$ cat src/rtl/psc_pkg.sv
// Constants for the strap configuration latch
`default_nettype none
package psc_pkg;
  localparam logic [2:0] MODE_RMII_NORMAL_NOX = 3'h1;
  localparam logic [2:0] MODE_B2B_X           = 3'h5;
  localparam logic [2:0] MODE_RMII_NORMAL_X   = 3'h7;
  localparam logic [1:0] ADDR_UPPER_BITS      = 2'h0;
  localparam int         CTRL_ANEG_BIT        = 12;
  localparam logic [15:0] CTRL_RESET_VAL      = 16'h2100;
  localparam logic [4:0] ADDR_RESET_VAL       = 5'h01;
  localparam logic [2:0] MODE_RESET_VAL       = 3'h1;
endpackage : psc_pkg
`default_nettype wire

$ cat src/rtl/psc_strap_latch.sv
// Strap capture on reset release and dual-use pin direction control
// What this block does
// - Sample all straps once at reset release
// - Address low three bits from straps, upper 00
// - Decode mode strap 001, 101, 111; others reserved
// - Negotiation strap high disables; loads control bit 12
// - Test-tree strap low enables test-tree mode
// - Filter strap high disables, low enables filtering
// - Interrupt polarity programmable, default low, open-drain
// - Strap pins inputs during reset, outputs after
// - Mode bit one pin has no normal function
`default_nettype none
module psc_strap_latch (
  input  wire logic        clk,
  input  wire logic        sys_rst,
  input  wire logic        clk_en,
  input  wire logic        mgmt_addr_strap_bit0,
  input  wire logic        mgmt_addr_strap_bit1,
  input  wire logic        mgmt_addr_strap_bit2,
  input  wire logic        mode_strap_bit0,
  input  wire logic        mode_strap_bit1,
  input  wire logic        mode_strap_bit2,
  input  wire logic        negotiation_disable_strap,
  input  wire logic        test_tree_disable_strap,
  input  wire logic        emission_filter_disable_strap,
  input  wire logic        irq_active_high,
  input  wire logic        irq_event,
  output logic             strap_pin_oe_n,
  output logic             irq_out,
  output logic             irq_out_oe_n,
  output logic [4:0]       mgmt_addr,
  output logic [2:0]       mode_code,
  output logic             mode_reserved,
  output logic             mode_normal,
  output logic             mode_back_to_back,
  output logic             crossover_en,
  output logic             aneg_enable,
  output logic [15:0]      ctrl_reg0,
  output logic             test_tree_en,
  output logic             emission_filter_en,
  output logic             config_valid
);
  typedef enum logic [0:0] {PSC_IN_RESET, PSC_RUN} psc_state_t;
  psc_state_t state_q;

  // One decode shared by the capture logic and its checks
  function automatic logic psc_mode_known(input logic [2:0] code);
    return (code == psc_pkg::MODE_RMII_NORMAL_NOX) || (code == psc_pkg::MODE_B2B_X)
           || (code == psc_pkg::MODE_RMII_NORMAL_X);
  endfunction : psc_mode_known

  function automatic logic psc_mode_crossover(input logic [2:0] code);
    return (code == psc_pkg::MODE_B2B_X) || (code == psc_pkg::MODE_RMII_NORMAL_X);
  endfunction : psc_mode_crossover

  function automatic logic psc_mode_normal(input logic [2:0] code);
    return (code == psc_pkg::MODE_RMII_NORMAL_NOX) || (code == psc_pkg::MODE_RMII_NORMAL_X);
  endfunction : psc_mode_normal

  // Control word holds one strap bit; refuse a layout it cannot carry
  if (psc_pkg::CTRL_ANEG_BIT < 0 || psc_pkg::CTRL_ANEG_BIT > 15) begin : g_bad_aneg_bit
    $error("negotiation bit outside the control word");
  end
  if (psc_pkg::CTRL_RESET_VAL[psc_pkg::CTRL_ANEG_BIT] != 1'b0) begin : g_bad_ctrl_reset
    $error("control reset value must leave negotiation off");
  end

  // Strap pins stay weak-pulled inputs from reset until the first enabled clock after its release
  wire        capture   = (state_q == PSC_IN_RESET) && !sys_rst;
  wire        take      = capture && clk_en;
  wire [2:0]  mode_w    = {mode_strap_bit2, mode_strap_bit1, mode_strap_bit0};
  wire [4:0]  addr_w    = {psc_pkg::ADDR_UPPER_BITS, mgmt_addr_strap_bit2,
                           mgmt_addr_strap_bit1, mgmt_addr_strap_bit0};
  wire        m_known   = psc_mode_known(mode_w);
  wire        m_b2b     = (mode_w == psc_pkg::MODE_B2B_X);
  wire        m_normal  = psc_mode_normal(mode_w);
  wire        m_xover   = psc_mode_crossover(mode_w);
  wire [15:0] aneg_mask = 16'h0001 << psc_pkg::CTRL_ANEG_BIT;
  // Only the negotiation bit comes from the pin; the rest keeps its default
  wire [15:0] ctrl_w    = negotiation_disable_strap ? (psc_pkg::CTRL_RESET_VAL & ~aneg_mask)
                                                    : (psc_pkg::CTRL_RESET_VAL | aneg_mask);
  wire        irq_lvl   = irq_active_high ? irq_event : !irq_event;
  // Open drain: drive only the low level, pull-up gives the high
  wire        irq_drv   = (state_q == PSC_RUN) && !irq_lvl;

  always_ff @(posedge clk) begin
    if (sys_rst) begin
      state_q <= PSC_IN_RESET;
    end else if (clk_en) begin
      case (state_q)
        PSC_IN_RESET: begin
          if (capture) begin
            state_q <= PSC_RUN;
          end
        end
        PSC_RUN: begin
          state_q <= PSC_RUN;
        end
        default: state_q <= PSC_IN_RESET;
      endcase
    end
  end

  // Straps taken at the release; values frozen afterwards
  always_ff @(posedge clk) begin
    if (sys_rst) begin
      strap_pin_oe_n     <= 1'b1;
      mgmt_addr          <= psc_pkg::ADDR_RESET_VAL;
      mode_code          <= psc_pkg::MODE_RESET_VAL;
      mode_reserved      <= 1'b0;
      mode_normal        <= 1'b1;
      mode_back_to_back  <= 1'b0;
      crossover_en       <= 1'b0;
      aneg_enable        <= 1'b0;
      ctrl_reg0          <= psc_pkg::CTRL_RESET_VAL;
      test_tree_en       <= 1'b0;
      emission_filter_en <= 1'b1;
      config_valid       <= 1'b0;
    end else if (take) begin
      strap_pin_oe_n     <= 1'b0;
      mgmt_addr          <= addr_w;
      mode_code          <= mode_w;
      mode_reserved      <= !m_known;
      mode_normal        <= m_normal;
      mode_back_to_back  <= m_b2b;
      crossover_en       <= m_xover;
      aneg_enable        <= !negotiation_disable_strap;
      ctrl_reg0          <= ctrl_w;
      test_tree_en       <= !test_tree_disable_strap;
      emission_filter_en <= !emission_filter_disable_strap;
      config_valid       <= 1'b1;
    end
  end

  // Irq stays released until the straps are in, so no pin fights a strap
  always_ff @(posedge clk) begin
    if (sys_rst) begin
      irq_out      <= 1'b0;
      irq_out_oe_n <= 1'b1;
    end else if (clk_en) begin
      irq_out      <= 1'b0;
      irq_out_oe_n <= !irq_drv;
    end
  end

  // Assertions
  property p_hold;
    @(posedge clk) disable iff (sys_rst)
      (state_q == PSC_RUN) |=> ($stable(mgmt_addr) && $stable(mode_code) && $stable(ctrl_reg0)
                                && $stable(test_tree_en) && $stable(emission_filter_en));
  endproperty
  a_hold: assert property (p_hold) else $error("latched strap changed");
  property p_addr;
    @(posedge clk) disable iff (sys_rst)
      (capture && clk_en) |=> (mgmt_addr == {2'h0, $past(mgmt_addr_strap_bit2),
                                 $past(mgmt_addr_strap_bit1), $past(mgmt_addr_strap_bit0)});
  endproperty
  a_addr: assert property (p_addr) else $error("address capture wrong");
  property p_aneg;
    @(posedge clk) disable iff (sys_rst)
      (capture && clk_en) |=> (ctrl_reg0[12] == !$past(negotiation_disable_strap)) && (aneg_enable == ctrl_reg0[12]);
  endproperty
  a_aneg: assert property (p_aneg) else $error("negotiation bit wrong");
  property p_mode;
    @(posedge clk) disable iff (sys_rst)
      config_valid |-> (crossover_en == psc_mode_crossover(mode_code))
                       && (mode_reserved == !psc_mode_known(mode_code))
                       && (mode_normal == psc_mode_normal(mode_code))
                       && (mode_back_to_back == (mode_code == psc_pkg::MODE_B2B_X));
  endproperty
  a_mode: assert property (p_mode) else $error("mode decode wrong");
  property p_tree;
    @(posedge clk) disable iff (sys_rst)
      (capture && clk_en) |=> (test_tree_en == !$past(test_tree_disable_strap));
  endproperty
  a_tree: assert property (p_tree) else $error("test tree capture wrong");
  property p_filt;
    @(posedge clk) disable iff (sys_rst)
      (capture && clk_en) |=> (emission_filter_en == !$past(emission_filter_disable_strap));
  endproperty
  a_filt: assert property (p_filt) else $error("filter capture wrong");
  property p_dir;
    @(posedge clk) disable iff (sys_rst) !config_valid |-> strap_pin_oe_n;
  endproperty
  a_dir: assert property (p_dir) else $error("pins driven before release");
  property p_once;
    @(posedge clk) disable iff (sys_rst) $rose(config_valid) |-> !strap_pin_oe_n;
  endproperty
  a_once: assert property (p_once) else $error("capture without pin release");
  property p_irq;
    @(posedge clk) disable iff (sys_rst) (irq_out == 1'b0) && (config_valid || irq_out_oe_n);
  endproperty
  a_irq: assert property (p_irq) else $error("irq driven high or before capture");
  property p_cap;
    @(posedge clk) disable iff (sys_rst)
      take |=> config_valid && !strap_pin_oe_n && (mode_code == $past(mode_w));
  endproperty
  a_cap: assert property (p_cap) else $error("straps not taken at release");
  property p_wait;
    @(posedge clk) disable iff (sys_rst)
      (capture && !clk_en) |=> !config_valid && strap_pin_oe_n;
  endproperty
  a_wait: assert property (p_wait) else $error("straps taken while disabled");
  property p_freeze;
    @(posedge clk) disable iff (sys_rst)
      !clk_en |=> $stable(state_q) && $stable(config_valid) && $stable(strap_pin_oe_n)
                  && $stable(irq_out_oe_n) && $stable(mgmt_addr) && $stable(ctrl_reg0);
  endproperty
  a_freeze: assert property (p_freeze) else $error("state moved while disabled");
  property p_rst;
    @(posedge clk) sys_rst |=> !config_valid && strap_pin_oe_n && irq_out_oe_n
                               && (mgmt_addr == psc_pkg::ADDR_RESET_VAL)
                               && (mode_code == psc_pkg::MODE_RESET_VAL)
                               && (ctrl_reg0 == psc_pkg::CTRL_RESET_VAL);
  endproperty
  a_rst: assert property (p_rst) else $error("reset state wrong");
  property p_irq_pol;
    @(posedge clk) disable iff (sys_rst)
      (config_valid && clk_en) |=> (irq_out_oe_n == ($past(irq_active_high) ? $past(irq_event)
                                                                             : !$past(irq_event)));
  endproperty
  a_irq_pol: assert property (p_irq_pol) else $error("irq polarity wrong");
  c_cap: cover property (@(posedge clk) $rose(config_valid));
  c_b2b: cover property (@(posedge clk) config_valid && mode_back_to_back);
  c_res: cover property (@(posedge clk) config_valid && mode_reserved);
  c_irq: cover property (@(posedge clk) config_valid && !irq_out_oe_n);
  c_wait: cover property (@(posedge clk) capture && !clk_en);
endmodule : psc_strap_latch
`default_nettype wire

$ cat config.mk
export PLATFORM = sky130hd
export DESIGN_NAME = psc_strap_latch
export DESIGN_NICKNAME = d
export VERILOG_FILES = /design/src/rtl/psc_pkg.sv /design/src/rtl/psc_strap_latch.sv
export SDC_FILE = /design/constraint.sdc
export NUM_CORES = 1
export LEC_CHECK = 0
export BUFFER_PORTS_ARGS = -buffer_cell sky130_fd_sc_hd__buf_2
export CELL_PAD_IN_SITES_DETAIL_PLACEMENT = 1
export CELL_PAD_IN_SITES_GLOBAL_PLACEMENT = 1
export CORE_UTILIZATION = 28
export CTS_CLUSTER_DIAMETER = 50
export CTS_CLUSTER_SIZE = 20
export DETAILED_ROUTE_END_ITERATION = 12
export PLACE_DENSITY_LB_ADDON = 0.1
export SLEW_MARGIN = 30
export SYNTH_ARGS = -nofsm -noshare
export SYNTH_HDL_FRONTEND = slang
export SYNTH_SLANG_ARGS = --single-unit
export TNS_END_PERCENT = 1
$ cat constraint.sdc
create_clock -name clk -period 1.1 [get_ports clk]
set_input_delay 0.055 -clock clk [delete_from_list [all_inputs] [get_ports clk]]
set_output_delay 0.055 -clock clk [all_outputs]
set_load 0.01 [all_outputs]
==> key figures, run 1 <==
Status
  • Outcome: finished clean

Power and ir drop
  • Peak supply drop: 569 uV
  • Leakage power: approximately 0.46 nW
  • Pwr dens: roughly 1300 nW/um^2
  • Power Total: ~1.2 mW

Clocking
  • Clock transition at path regs: 0.09 ns
  • Buffer cell driving the clock tree root: sky130_fd_sc_hd__clkbuf_4
  • Insertion delay to the later sink of the worst-skew pair: ~0.28 ns
  • Number of buffers inserted to repair setup after CTS: 0
  • Level count of the clock H-tree: 1
  • CTS sink cnt: 17
  • Clock tree from TritonCTS: built
  • Number of clock buffers inserted by TritonCTS: 3
  • Maximum clock path buffer count: 2

Run
  • Max Cap Viol: 0

Finish
  • Post-layout instance count excluding filler cells: about 150
  • Number of diodes: 0
  • Synth-to-Final Area Change: 23.3%
  • Net total in the final layout: between 100 and 150
  • Layout fillers: 314
  • Top flop regs: mgmt_addr (3), mode_code (3)
  • Fraction of layout cells with a size suffix above 1: 33.9%

Worst setup path
  • Type of the worst setup path: register to register
  • R2R Setup Slk: roughly 0.051 ns
  • Worst path arrival time: between 1 and 1.5 ns
  • Crit Path Max Fanout: 16
  • Type of origin of the critical path: register
  • Worst Setup End Kind: register
  • Required time at the worst-slack endpoint: around 1.3 ns
  • Worst reg2reg path endpoint: mode_reserved
  • R2R depth: 4
  • Crit path launch: state_q
  • Startpoint of the most critical register-to-register path: state_q

Global route
  • Remaining global-route overflow: 0
  • Global-route wire length before repair: 2240 um
  • Maximum number of pins on one net before global-route repair: 18
  • Number of antenna violations at the first check in global routing: 0
  • Global-route usage over all layers: between 10% and 20%
  • Number of global-route vias before repair: 512

Min path
  • Class of the worst hold path: primary input to register
  • Hold-critical path depth: 3
  • Hold endpoint: mgmt_addr[1]
  • HP Start: mgmt_addr_strap_bit1

Drt
  • Number of DRC violations after detailed-routing iteration 0: 8
  • Average wire length per cell after detail routing: 10.2 um
  • Routed wire length: about 1600 um
  • DRC violation count after routing: 0
  • Number of iterations in the first detailed-routing pass: 4
  • Number of vias after detailed routing: between 600 and 700
  • Remaining antenna violation count: 0
  • Average vias per placed instance: roughly 4.2

Synthesis
  • Number of different library cells in the post-synthesis netlist: 22
  • Syn avg cell area: about 8.7 um^2
  • Share of the synthesized area in the top cell type: between 40% and 50%
  • Prevailing post-synth register cell: sky130_fd_sc_hd__dfxtp_1
  • Fraction of registers with async set or reset after synthesis: 0%
  • Seq/Total Area, Yosys: a little over two fifths
  • Gate Count Post-Synth: 90
  • Synth area leader: sky130_fd_sc_hd__dfxtp_1
  • Flop and latch count out of synthesis: 17
  • Most used standard cell by instance count after synthesis: sky130_fd_sc_hd__buf_4
  • Synth top area cells: sky130_fd_sc_hd__dfxtp_1 44%, sky130_fd_sc_hd__buf_4 18%, sky130_fd_sc_hd__nand2_1 7.2%, sky130_fd_sc_hd__a21oi_1 4.5%, sky130_fd_sc_hd__nor2_1 4.3%
  • Number of enable-type register cells in the synthesized netlist: 0
  • Synth top cells by count: 19 x sky130_fd_sc_hd__buf_4, 17 x sky130_fd_sc_hd__dfxtp_1, 15 x sky130_fd_sc_hd__nand2_1
  • Post-synthesis instance area: approximately 800 um^2
  • Number of synthesis warnings: 0

Placed design
  • GPL Wtd Cong: about 0.6
  • Number of buffers added on ports: 30
  • Post-DP HPWL: around 1200 um
  • Dpl cells: roughly 150

STA
  • Max Fclk: 953 MHz
  • Count of endpoints failing setup in the final report: 0
  • Endpoints failing hold: 0
  • Worst Skew: between 0.002 and 0.0025 ns
  • Final cycle utilization of the critical path: between 90% and 100%
  • Minimum clock period after layout: roughly 1.0 ns
  • RSZ-0062 raised after global routing: yes
  • Final Slew Violations: 0

Floorplan
  • Starting utilization of the core area: between 30 and 40%
  • Area of the die: approximately 3000 um^2
  • Number of rows created at floorplan: 18
  • Die width: 54.8 um
  • Die Span Y: 54.8 um
  • IO Pins: between 40 and 50
  • Core region area: ~2500 um^2
==> cells in the final DEF, fill, tap and decap left out, types with 2 or more instances in the layout <==
cell	n
sky130_fd_sc_hd__buf_2	30
sky130_fd_sc_hd__conb_1	18
sky130_fd_sc_hd__dfxtp_1	16
sky130_fd_sc_hd__a211oi_2	2
sky130_fd_sc_hd__nand2b_1	2
sky130_fd_sc_hd__dlygate4sd3_1	4
sky130_fd_sc_hd__nand2_1	15
sky130_fd_sc_hd__buf_4	2
sky130_fd_sc_hd__nor2_1	8
sky130_fd_sc_hd__nand3b_1	2
sky130_fd_sc_hd__clkbuf_4	3
sky130_fd_sc_hd__a21oi_1	7
==> worst max-delay path, cell delays in order (launching register included) <==
cell and delay, ns:
sky130_fd_sc_hd__dfxtp_2 0.34, sky130_fd_sc_hd__and2b_1 0.22, sky130_fd_sc_hd__buf_12 0.15, sky130_fd_sc_hd__nor2_2 0.04, sky130_fd_sc_hd__a311oi_1 0.22
==> repair_timing <==
item	CTS	global route
endpoints found under the setup margin	0	9
hold buffers	4	0
resized for setup	0	3
hold endpoints to repair	4	0
==> layer usage <==
metal	share of wire [%]	track usage, %	wire length (um)
met1	43	12.1	668
met2	50	18.9	783
met3	6.1	3.33	96
met4	1.2	6.41	19
met5	0	0	0
==> through the flow <==
stage / hold slack [ns] / setup slack [ns] / utilization (%) / area (um^2) / TNS [ns]
detailed placement: 0.250 / 0.00355 / 34.9 / 888 / 0
global placement: 0.243 / 0.0635 / 34.9 / 888 / 0
floorplan: 0.127 / 0.0808 / - / 840 / 0
CTS: 0.00921 / 0.00147 / 37.5 / 955 / 0
finish: 0.0147 / 0.0507 / 37.8 / 961 / 0
global route: 0.00992 / -0.0164 / 37.8 / 961 / -0.0224
==> report_power, final <==
group / total (mW) / switching (mW) / internal [mW] / leakage [nW]
registers: 0.677 / 0.0201 / 0.657 / 0.141
logic: 0.242 / 0.137 / 0.106 / 0.306
clock network: 0.320 / 0.180 / 0.141 / 0.0150
total: 1.24 / 0.336 / 0.903 / 0.462
==> cell families (layout without fill, tap and decap cells) <==
| logic type | after synthesis | in the layout | share of synthesized area [%] |
|---|---|---|---|
| AO/OA/AOI/OAI | 13 | 13 | 11.7 |
| other | 2 | 18 | 0.963 |
| XOR/XNOR | 1 | 1 | 1.12 |
| AND/OR/NAND/NOR | 34 | 34 | 20.2 |
| flip-flops | 17 | 17 | 43.7 |
| buffers and inverters | 23 | 41 | 22.3 |
==> final cells by class <==
cell class,count,area (um^2),area share [%]
Sequential cell,17,342,35.5
Timing Repair Buffer,37,225,23.4
Multi-Input combinational cell,66,330,34.4
Clock buffer,4,26.3,2.73
Tap cell,30,37.5,3.91
==> how the worst max path moves through the flow <==
stage | to | depth (start not counted)
2_1_floorplan | ctrl_reg0[12] | 4
3_3_place_gp | mode_reserved | 4
3_5_place_dp | mgmt_addr[1] | 4
4_1_cts | mgmt_addr[1] | 4
5_1_grt | mode_reserved | 4
6_report | mode_reserved | 4
Note: power is estimated with default switching activity, not from simulation.
==> inputs of run 2 (changes only) <==
Settings changed: GPL_TIMING_DRIVEN set to 0.
==> key figures, run 2 (synthesized netlist as in run 1, its figures left out) <==
Finish
  • Number of diodes: 0 (unchanged)
  • Net total in the final layout: 163 (+17%)
  • Multi-input gate area in the final layout: 345 um^2 (+4.5%)
  • Most common cell after layout, fill and taps aside: sky130_fd_sc_hd__buf_2
  • Top library cells by usage in the layout, fill and taps aside: 30 x sky130_fd_sc_hd__buf_2, 22 x sky130_fd_sc_hd__buf_4, 18 x sky130_fd_sc_hd__conb_1
  • Synth-to-Final Area Change: 50.4%
  • Top flop regs: mgmt_addr (3), mode_code (3)
  • Fraction of layout cells with a size suffix above 1: 47.3% (+13 points)
  • Layout fillers: 330 (+5.1%)
  • Post-layout instance count excluding filler cells: 178 (+16%)
  • Post-route cell area: 1170 um^2 (+22%)
  • Sequential Area: 342 um^2 (unchanged)

STA
  • Final cycle utilization of the critical path: 99.7% (+4.3 points)
  • Final Slew Violations: 0 (unchanged)
  • Worst Skew: 0.00455 ns (+0.00253 ns)
  • Minimum clock period after layout: 1.10 ns (+0.0478 ns)
  • Endpoints failing hold: 0 (unchanged)
  • Count of endpoints failing setup in the final report: 0 (unchanged)
  • Max-slew headroom at the worst pin: roughly 63%
  • Max Fclk: 911 MHz (-4.4%)
  • Worst Max-Slew Pin Slew: around 0.55 ns
  • RSZ-0062 raised after global routing: yes

Global route
  • Number of global-route vias before repair: 613 (+20%)
  • Global-route usage over all layers: 12.3% (+1.2 points)
  • Remaining global-route overflow: 0 (unchanged)
  • Number of antenna violations at the first check in global routing: 0 (unchanged)
  • Maximum number of pins on one net before global-route repair: 11 (-7)
  • Global-route wire length before repair: 2520 um (+12%)

Floorplan
  • Core region area: 2540 um^2 (unchanged)
  • Starting utilization of the core area: 30.6% (unchanged)
  • Area of the die: 3000 um^2 (unchanged)
  • IO Pins: 49 (unchanged)
  • Number of rows created at floorplan: 18 (unchanged)
  • Die width: 54.8 um (unchanged)
  • Die Span Y: 54.8 um (unchanged)

Placed design
  • Dpl cells: 166 (+14%)
  • Number of buffers added on ports: 30 (unchanged)
  • GPL Wtd Cong: 0.681 (+12%)
  • Post-DP HPWL: 1360 um (+15%)
  • Standard cell area after detailed placement: 1030 um^2 (+16%)

Drt
  • Number of iterations in the first detailed-routing pass: 3 (-1)
  • Number of DRC violations after detailed-routing iteration 0: 5 (-3)
  • Top Metal Used: met4
  • Remaining antenna violation count: 0 (unchanged)
  • DRC violation count after routing: 0 (unchanged)
  • Wire length on met1: 756 um (+13%)
  • Average vias per placed instance: 4.06 (-2.7%)
  • Average wire length per cell after detail routing: 10.2 um (+0.71%)
  • Met2 layer wire length in the routed design: 906 um (+16%)
  • WL met3: 114 um (+19%)
  • Routed wire length: 1820 um (+16%)
  • Number of vias after detailed routing: 723 (+12%)

Status
  • Outcome: finished clean

Clocking
  • Maximum clock path buffer count: 2 (unchanged)
  • Clock transition at path regs: 0.10 ns (about the same)
  • Clock tree from TritonCTS: built
  • Number of clock buffers inserted by TritonCTS: 3 (unchanged)
  • Buffer cell driving the clock tree root: sky130_fd_sc_hd__clkbuf_4
  • Insertion delay to the later sink of the worst-skew pair: 0.29 ns (about the same)
  • CTS sink cnt: 17 (unchanged)
  • Level count of the clock H-tree: 1 (unchanged)

Run
  • Max Cap Viol: 0 (unchanged)

Worst setup path
  • Logic depth of the worst setup path including buffers: 5 (+1)
  • Number of buffers and inverters on the critical path: 2 (+1)
  • Master of the slowest instance on the critical path: sky130_fd_sc_hd__dfxtp_2
  • Worst Setup End Kind: register
  • Cell Chain, Critical Path: and2b_1, buf_6, clkbuf_16, nand2_1, a21oi_1
  • Capture point of the critical path: mgmt_addr[2]
  • Longest individual stage delay on the worst path: 0.34 ns (about the same)
  • Category of cells accounting for the largest share of critical-path delay: flip-flops
  • Required time at the worst-slack endpoint: 1.32 ns (+0.02 ns)
  • R2R Setup Slk: 0.003 ns (-0.05 ns)
  • Worst reg2reg path endpoint: mgmt_addr[2]
  • Crit path launch: state_q
  • Worst path arrival time: 1.32 ns (+0.07 ns)
  • Type of origin of the critical path: register
  • Startpoint of the most critical register-to-register path: state_q
  • Crit Path Max Fanout: 8 (-8)
  • Type of the worst setup path: register to register
  • R2R depth: 5 (+1)

Power and ir drop
  • Pwr dens: 1140 nW/um^2 (-11%)
  • Leakage power: 0.594 nW (+29%)
  • Peak supply drop: 593 uV (+4.1%)

Min path
  • Class of the worst hold path: primary input to register
  • HP Start: mode_strap_bit1
## run 2: cell types whose count changed in the layout (fill, tap and decap cells not counted), moves of 2 or more
cell	previous run	this run
sky130_fd_sc_hd__a21oi_1	7	5
sky130_fd_sc_hd__buf_4	2	22
sky130_fd_sc_hd__nand2_1	15	12
sky130_fd_sc_hd__a21oi_2	0	2
sky130_fd_sc_hd__nand2_2	0	3
## run 2: where the power goes
part | switching [mW] | internal, mW | leakage, nW
registers | 0.0203 | 0.657 | 0.141
logic | 0.157 | 0.170 | 0.436
clock network | 0.202 | 0.135 | 0.0177
total | 0.380 | 0.962 | 0.594
## run 2: layout make-up
class | instances | share of cell area, %
Clock buffer | 3 | 1.92
Buffer | 23 | 15.4
Sequential cell | 17 | 29.1
Multi-Input combinational cell | 66 | 29.5
Clock inverter | 1 | 0.427
Timing Repair Buffer | 38 | 20.5
Tap cell | 30 | 3.20
## run 2: per-stage QoR
stage | total power [mW] | setup TNS, ns | setup WS [ns] | util, % | hold WS (ns)
after CTS | 1.33 | 0 | 0.0172 | 43.8 | 0.0201
final | 1.34 | 0 | 0.00287 | 46.1 | 0.0302
after detailed placement | 0.972 | -0.0237 | -0.0210 | 40.4 | 0.252
after floorplan | 0.877 | 0 | 0.0808 | - | 0.127
after global placement | 0.963 | 0 | 0.0247 | 40.4 | 0.244
after global routing | 1.43 | -0.148 | -0.0595 | 46.1 | 0.0264
## run 2: what timing repair did
| item | CTS | global route |
|---|---|---|
| pin swaps | 0 | 7 |
| hold endpoints to repair | 5 | 0 |
| gates cloned | 0 | 1 |
| setup buffers | 1 | 1 |
| setup endpoints to repair | 8 | 12 |
| hold buffers | 5 | 0 |
| gates resized for setup | 1 | 10 |
## run 2: worst min path at each step
stage / slack (ns) / to / cells past startpoint
global placement: 0.24 / ctrl_reg0[12] / 2
global route: 0.03 / mode_code[2] / 3
finish: 0.03 / mode_code[1] / 3
detailed placement: 0.25 / test_tree_en / 2
floorplan: 0.13 / mode_reserved / 1
CTS: 0.02 / mode_code[1] / 3
## run 2: worst register-to-register path: cells and delay by family (launching register included)
family / cells / cell delay, ns
flip-flops: 1 / 0.34
AND/OR/NAND/NOR: 2 / 0.25
buffers and inverters: 2 / 0.29
AO/OA/AOI/OAI: 1 / 0.15
## run 2: layer usage
layer,up-vias,track usage (%)
met5,-,0
met4,0,7.69
met3,5,2.50
met2,31,22.7
met1,316,12.5
li1,371,-
==> inputs of run 3 (changes only) <==
Settings changed: CORE_ASPECT_RATIO set to 1.5, RECOVER_POWER set to 25.
==> key figures, run 3 (synthesized netlist as in run 1, its figures left out) <==
Drt
  • Average wire length per cell after detail routing: 9.61 um (-6.2%)
  • Average vias per placed instance: 3.97 (-2.2%)
  • Number of iterations in the first detailed-routing pass: 2 (-1)
  • Routed wire length: 1720 um (-5.7%)
  • Remaining antenna violation count: 0 (unchanged)
  • Number of DRC violations after detailed-routing iteration 0: 13 (+8)
  • DRC violation count after routing: 0 (unchanged)
  • Number of vias after detailed routing: 711 (-1.7%)

Worst setup path
  • Worst path arrival time: 1.24 ns (-0.08 ns)
  • Worst Setup End Kind: register
  • Type of origin of the critical path: register
  • Required time at the worst-slack endpoint: 1.27 ns (-0.05 ns)
  • Crit Path Max Fanout: 10 (+2)
  • R2R depth: 4 (-1)
  • Type of the worst setup path: register to register

Power and ir drop
  • Power Total: 1.42 mW (+5.8%)
  • Pwr dens: 1290 nW/um^2 (+13%)
  • Peak supply drop: 646 uV (+8.9%)
  • Leakage power: 0.545 nW (-8.3%)

Floorplan
  • Die Span Y: 66.6 um (+22%)
  • Number of rows created at floorplan: 23 (+5)
  • Core region area: 2650 um^2 (+4.0%)
  • IO Pins: 49 (unchanged)
  • Starting utilization of the core area: 29.4% (-1.2 points)
  • Die width: 45.1 um (-18%)
  • Area of the die: 3000 um^2 (+0.15%)

Placed design
  • Dpl cells: 173 (+4.2%)
  • GPL Wtd Cong: 0.671 (-1.4%)
  • Standard cell area after detailed placement: 1040 um^2 (+0.85%)
  • Post-placement setup slack: 0.00580 ns (+0.0268 ns)
  • Post-DP HPWL: 1390 um (+1.9%)
  • Number of buffers added on ports: 30 (unchanged)

STA
  • Final Slew Violations: 0 (unchanged)
  • Worst Skew: 0.00196 ns (-0.00259 ns)
  • Worst Max-Slew Pin Slew: 0.517 ns (-0.0331 ns)
  • Worst hold margin: 0.0158 ns (-0.0144 ns)
  • Max Fclk: 942 MHz (+3.3%)
  • RSZ-0062 raised after global routing: yes
  • Minimum clock period after layout: 1.06 ns (-0.0350 ns)
  • Max-slew headroom at the worst pin: 65.6% (+2.2 points)
  • Post-layout worst setup margin: 0.0379 ns (+0.0350 ns)
  • Sum of negative setup slack: 0 ns (unchanged)
  • Final cycle utilization of the critical path: 96.6% (-3.2 points)
  • Count of endpoints failing setup in the final report: 0 (unchanged)
  • Endpoints failing hold: 0 (unchanged)

Clocking
  • Insertion delay to the later sink of the worst-skew pair: 0.25 ns (-0.04 ns)
  • Number of buffers inserted to repair setup after CTS: 0 (-1)
  • Clock transition at path regs: 0.06 ns (-0.04 ns)
  • Clock tree from TritonCTS: built
  • CTS sink cnt: 17 (unchanged)
  • Buffer cell driving the clock tree root: sky130_fd_sc_hd__clkbuf_8
  • Maximum clock path buffer count: 2 (unchanged)
  • Level count of the clock H-tree: 1 (unchanged)
  • Number of clock buffers inserted by TritonCTS: 3 (unchanged)

Min path
  • Hold-critical path depth: 3 (unchanged)
  • Class of the worst hold path: primary input to register

Finish
  • Post-route cell area: 1100 um^2 (-6.0%)
  • Fraction of layout cells with a size suffix above 1: 38.0% (-9.3 points)
  • Most common cell after layout, fill and taps aside: sky130_fd_sc_hd__buf_2
  • Number of diodes: 0 (unchanged)
  • Synth-to-Final Area Change: 41.4%
  • Post-Route Utilization: 41.6% (-4.4 points)
  • Post-layout instance count excluding filler cells: 179 (+0.56%)
  • Layout fillers: 358 (+8.5%)
  • Top flop regs: mgmt_addr (3), mode_code (3)
  • Net total in the final layout: 157 (-3.7%)
  • Top library cells by usage in the layout, fill and taps aside: 25 x sky130_fd_sc_hd__buf_2, 19 x sky130_fd_sc_hd__buf_4, 18 x sky130_fd_sc_hd__conb_1

Global route
  • Number of global-route vias before repair: 669 (+9.1%)
  • Number of antenna violations at the first check in global routing: 0 (unchanged)
  • Remaining global-route overflow: 0 (unchanged)
  • GR met3 Demand/Resource: 2.44% (-0.061 points)
  • Maximum number of pins on one net before global-route repair: 11 (unchanged)
  • Global-route wire length before repair: 2700 um (+7.1%)
  • Routing usage on met2: 24.5% (+1.8 points)
  • Global-route usage over all layers: 12.8% (+0.48 points)
  • Global-route layer with the greatest usage: met2
  • Met1 Use GR: 11.1% (-1.3 points)

Run
  • Max Cap Viol: 0 (unchanged)

Status
  • Outcome: finished clean
==> run 3: cell count changes in the layout (fill, tap and decap cells not counted), sizes merged <==
cell,delta
clkinv,-1
clkbuf,+6
dlygate4sd3,-3
buf,-8
==> run 3: area by class of cell <==
cell class              instances  area (um^2)  share of cell area, %
plain buffers                  23          180                   16.3
clock buffers                   4         45.0                   4.09
multi-input cells              66          325                   29.5
flip-flops and latches         17          342                   31.0
well taps                      37         46.3                   4.20
repair buffers                 32          164                   14.9
==> run 3: timing repair <==
item                                   4_1_cts  5_1_grt
hold buffers                                 2        0
setup endpoints to repair                    1        9
pin swaps                                    0        1
endpoints found under the hold margin        2        0
resized for setup                            1        2
==> run 3: worst max-delay path, cell delays in order, from the launching register on <==
cell and delay [ns]:
sky130_fd_sc_hd__dfxtp_2 0.35, sky130_fd_sc_hd__and2b_1 0.19, sky130_fd_sc_hd__buf_6 0.13, sky130_fd_sc_hd__buf_8 0.13, sky130_fd_sc_hd__a211oi_2 0.19
==> run 3: metal layers <==
layer	part of all wire [%]	up-vias
met5	0	-
met2	54	27
li1	-	359
met1	38	320
met3	5.5	5
met4	2.7	0
==> run 3: path summary, 6_finish.rpt <==
path | start | slack, ns | to
setup / recovery | state_q | 0.04 | ctrl_reg0[12]
hold / removal | mgmt_addr_strap_bit0 | 0.02 | mgmt_addr[0]
setup reg to reg | state_q | 0.04 | ctrl_reg0[12]
hold reg to reg | mode_code[2] | 0.45 | mode_code[2]
==> run 3: where the power goes <==
group / switching, mW / leakage [nW] / internal (mW)
registers: 0.0200 / 0.141 / 0.657
logic: 0.145 / 0.382 / 0.140
clock network: 0.201 / 0.0228 / 0.257
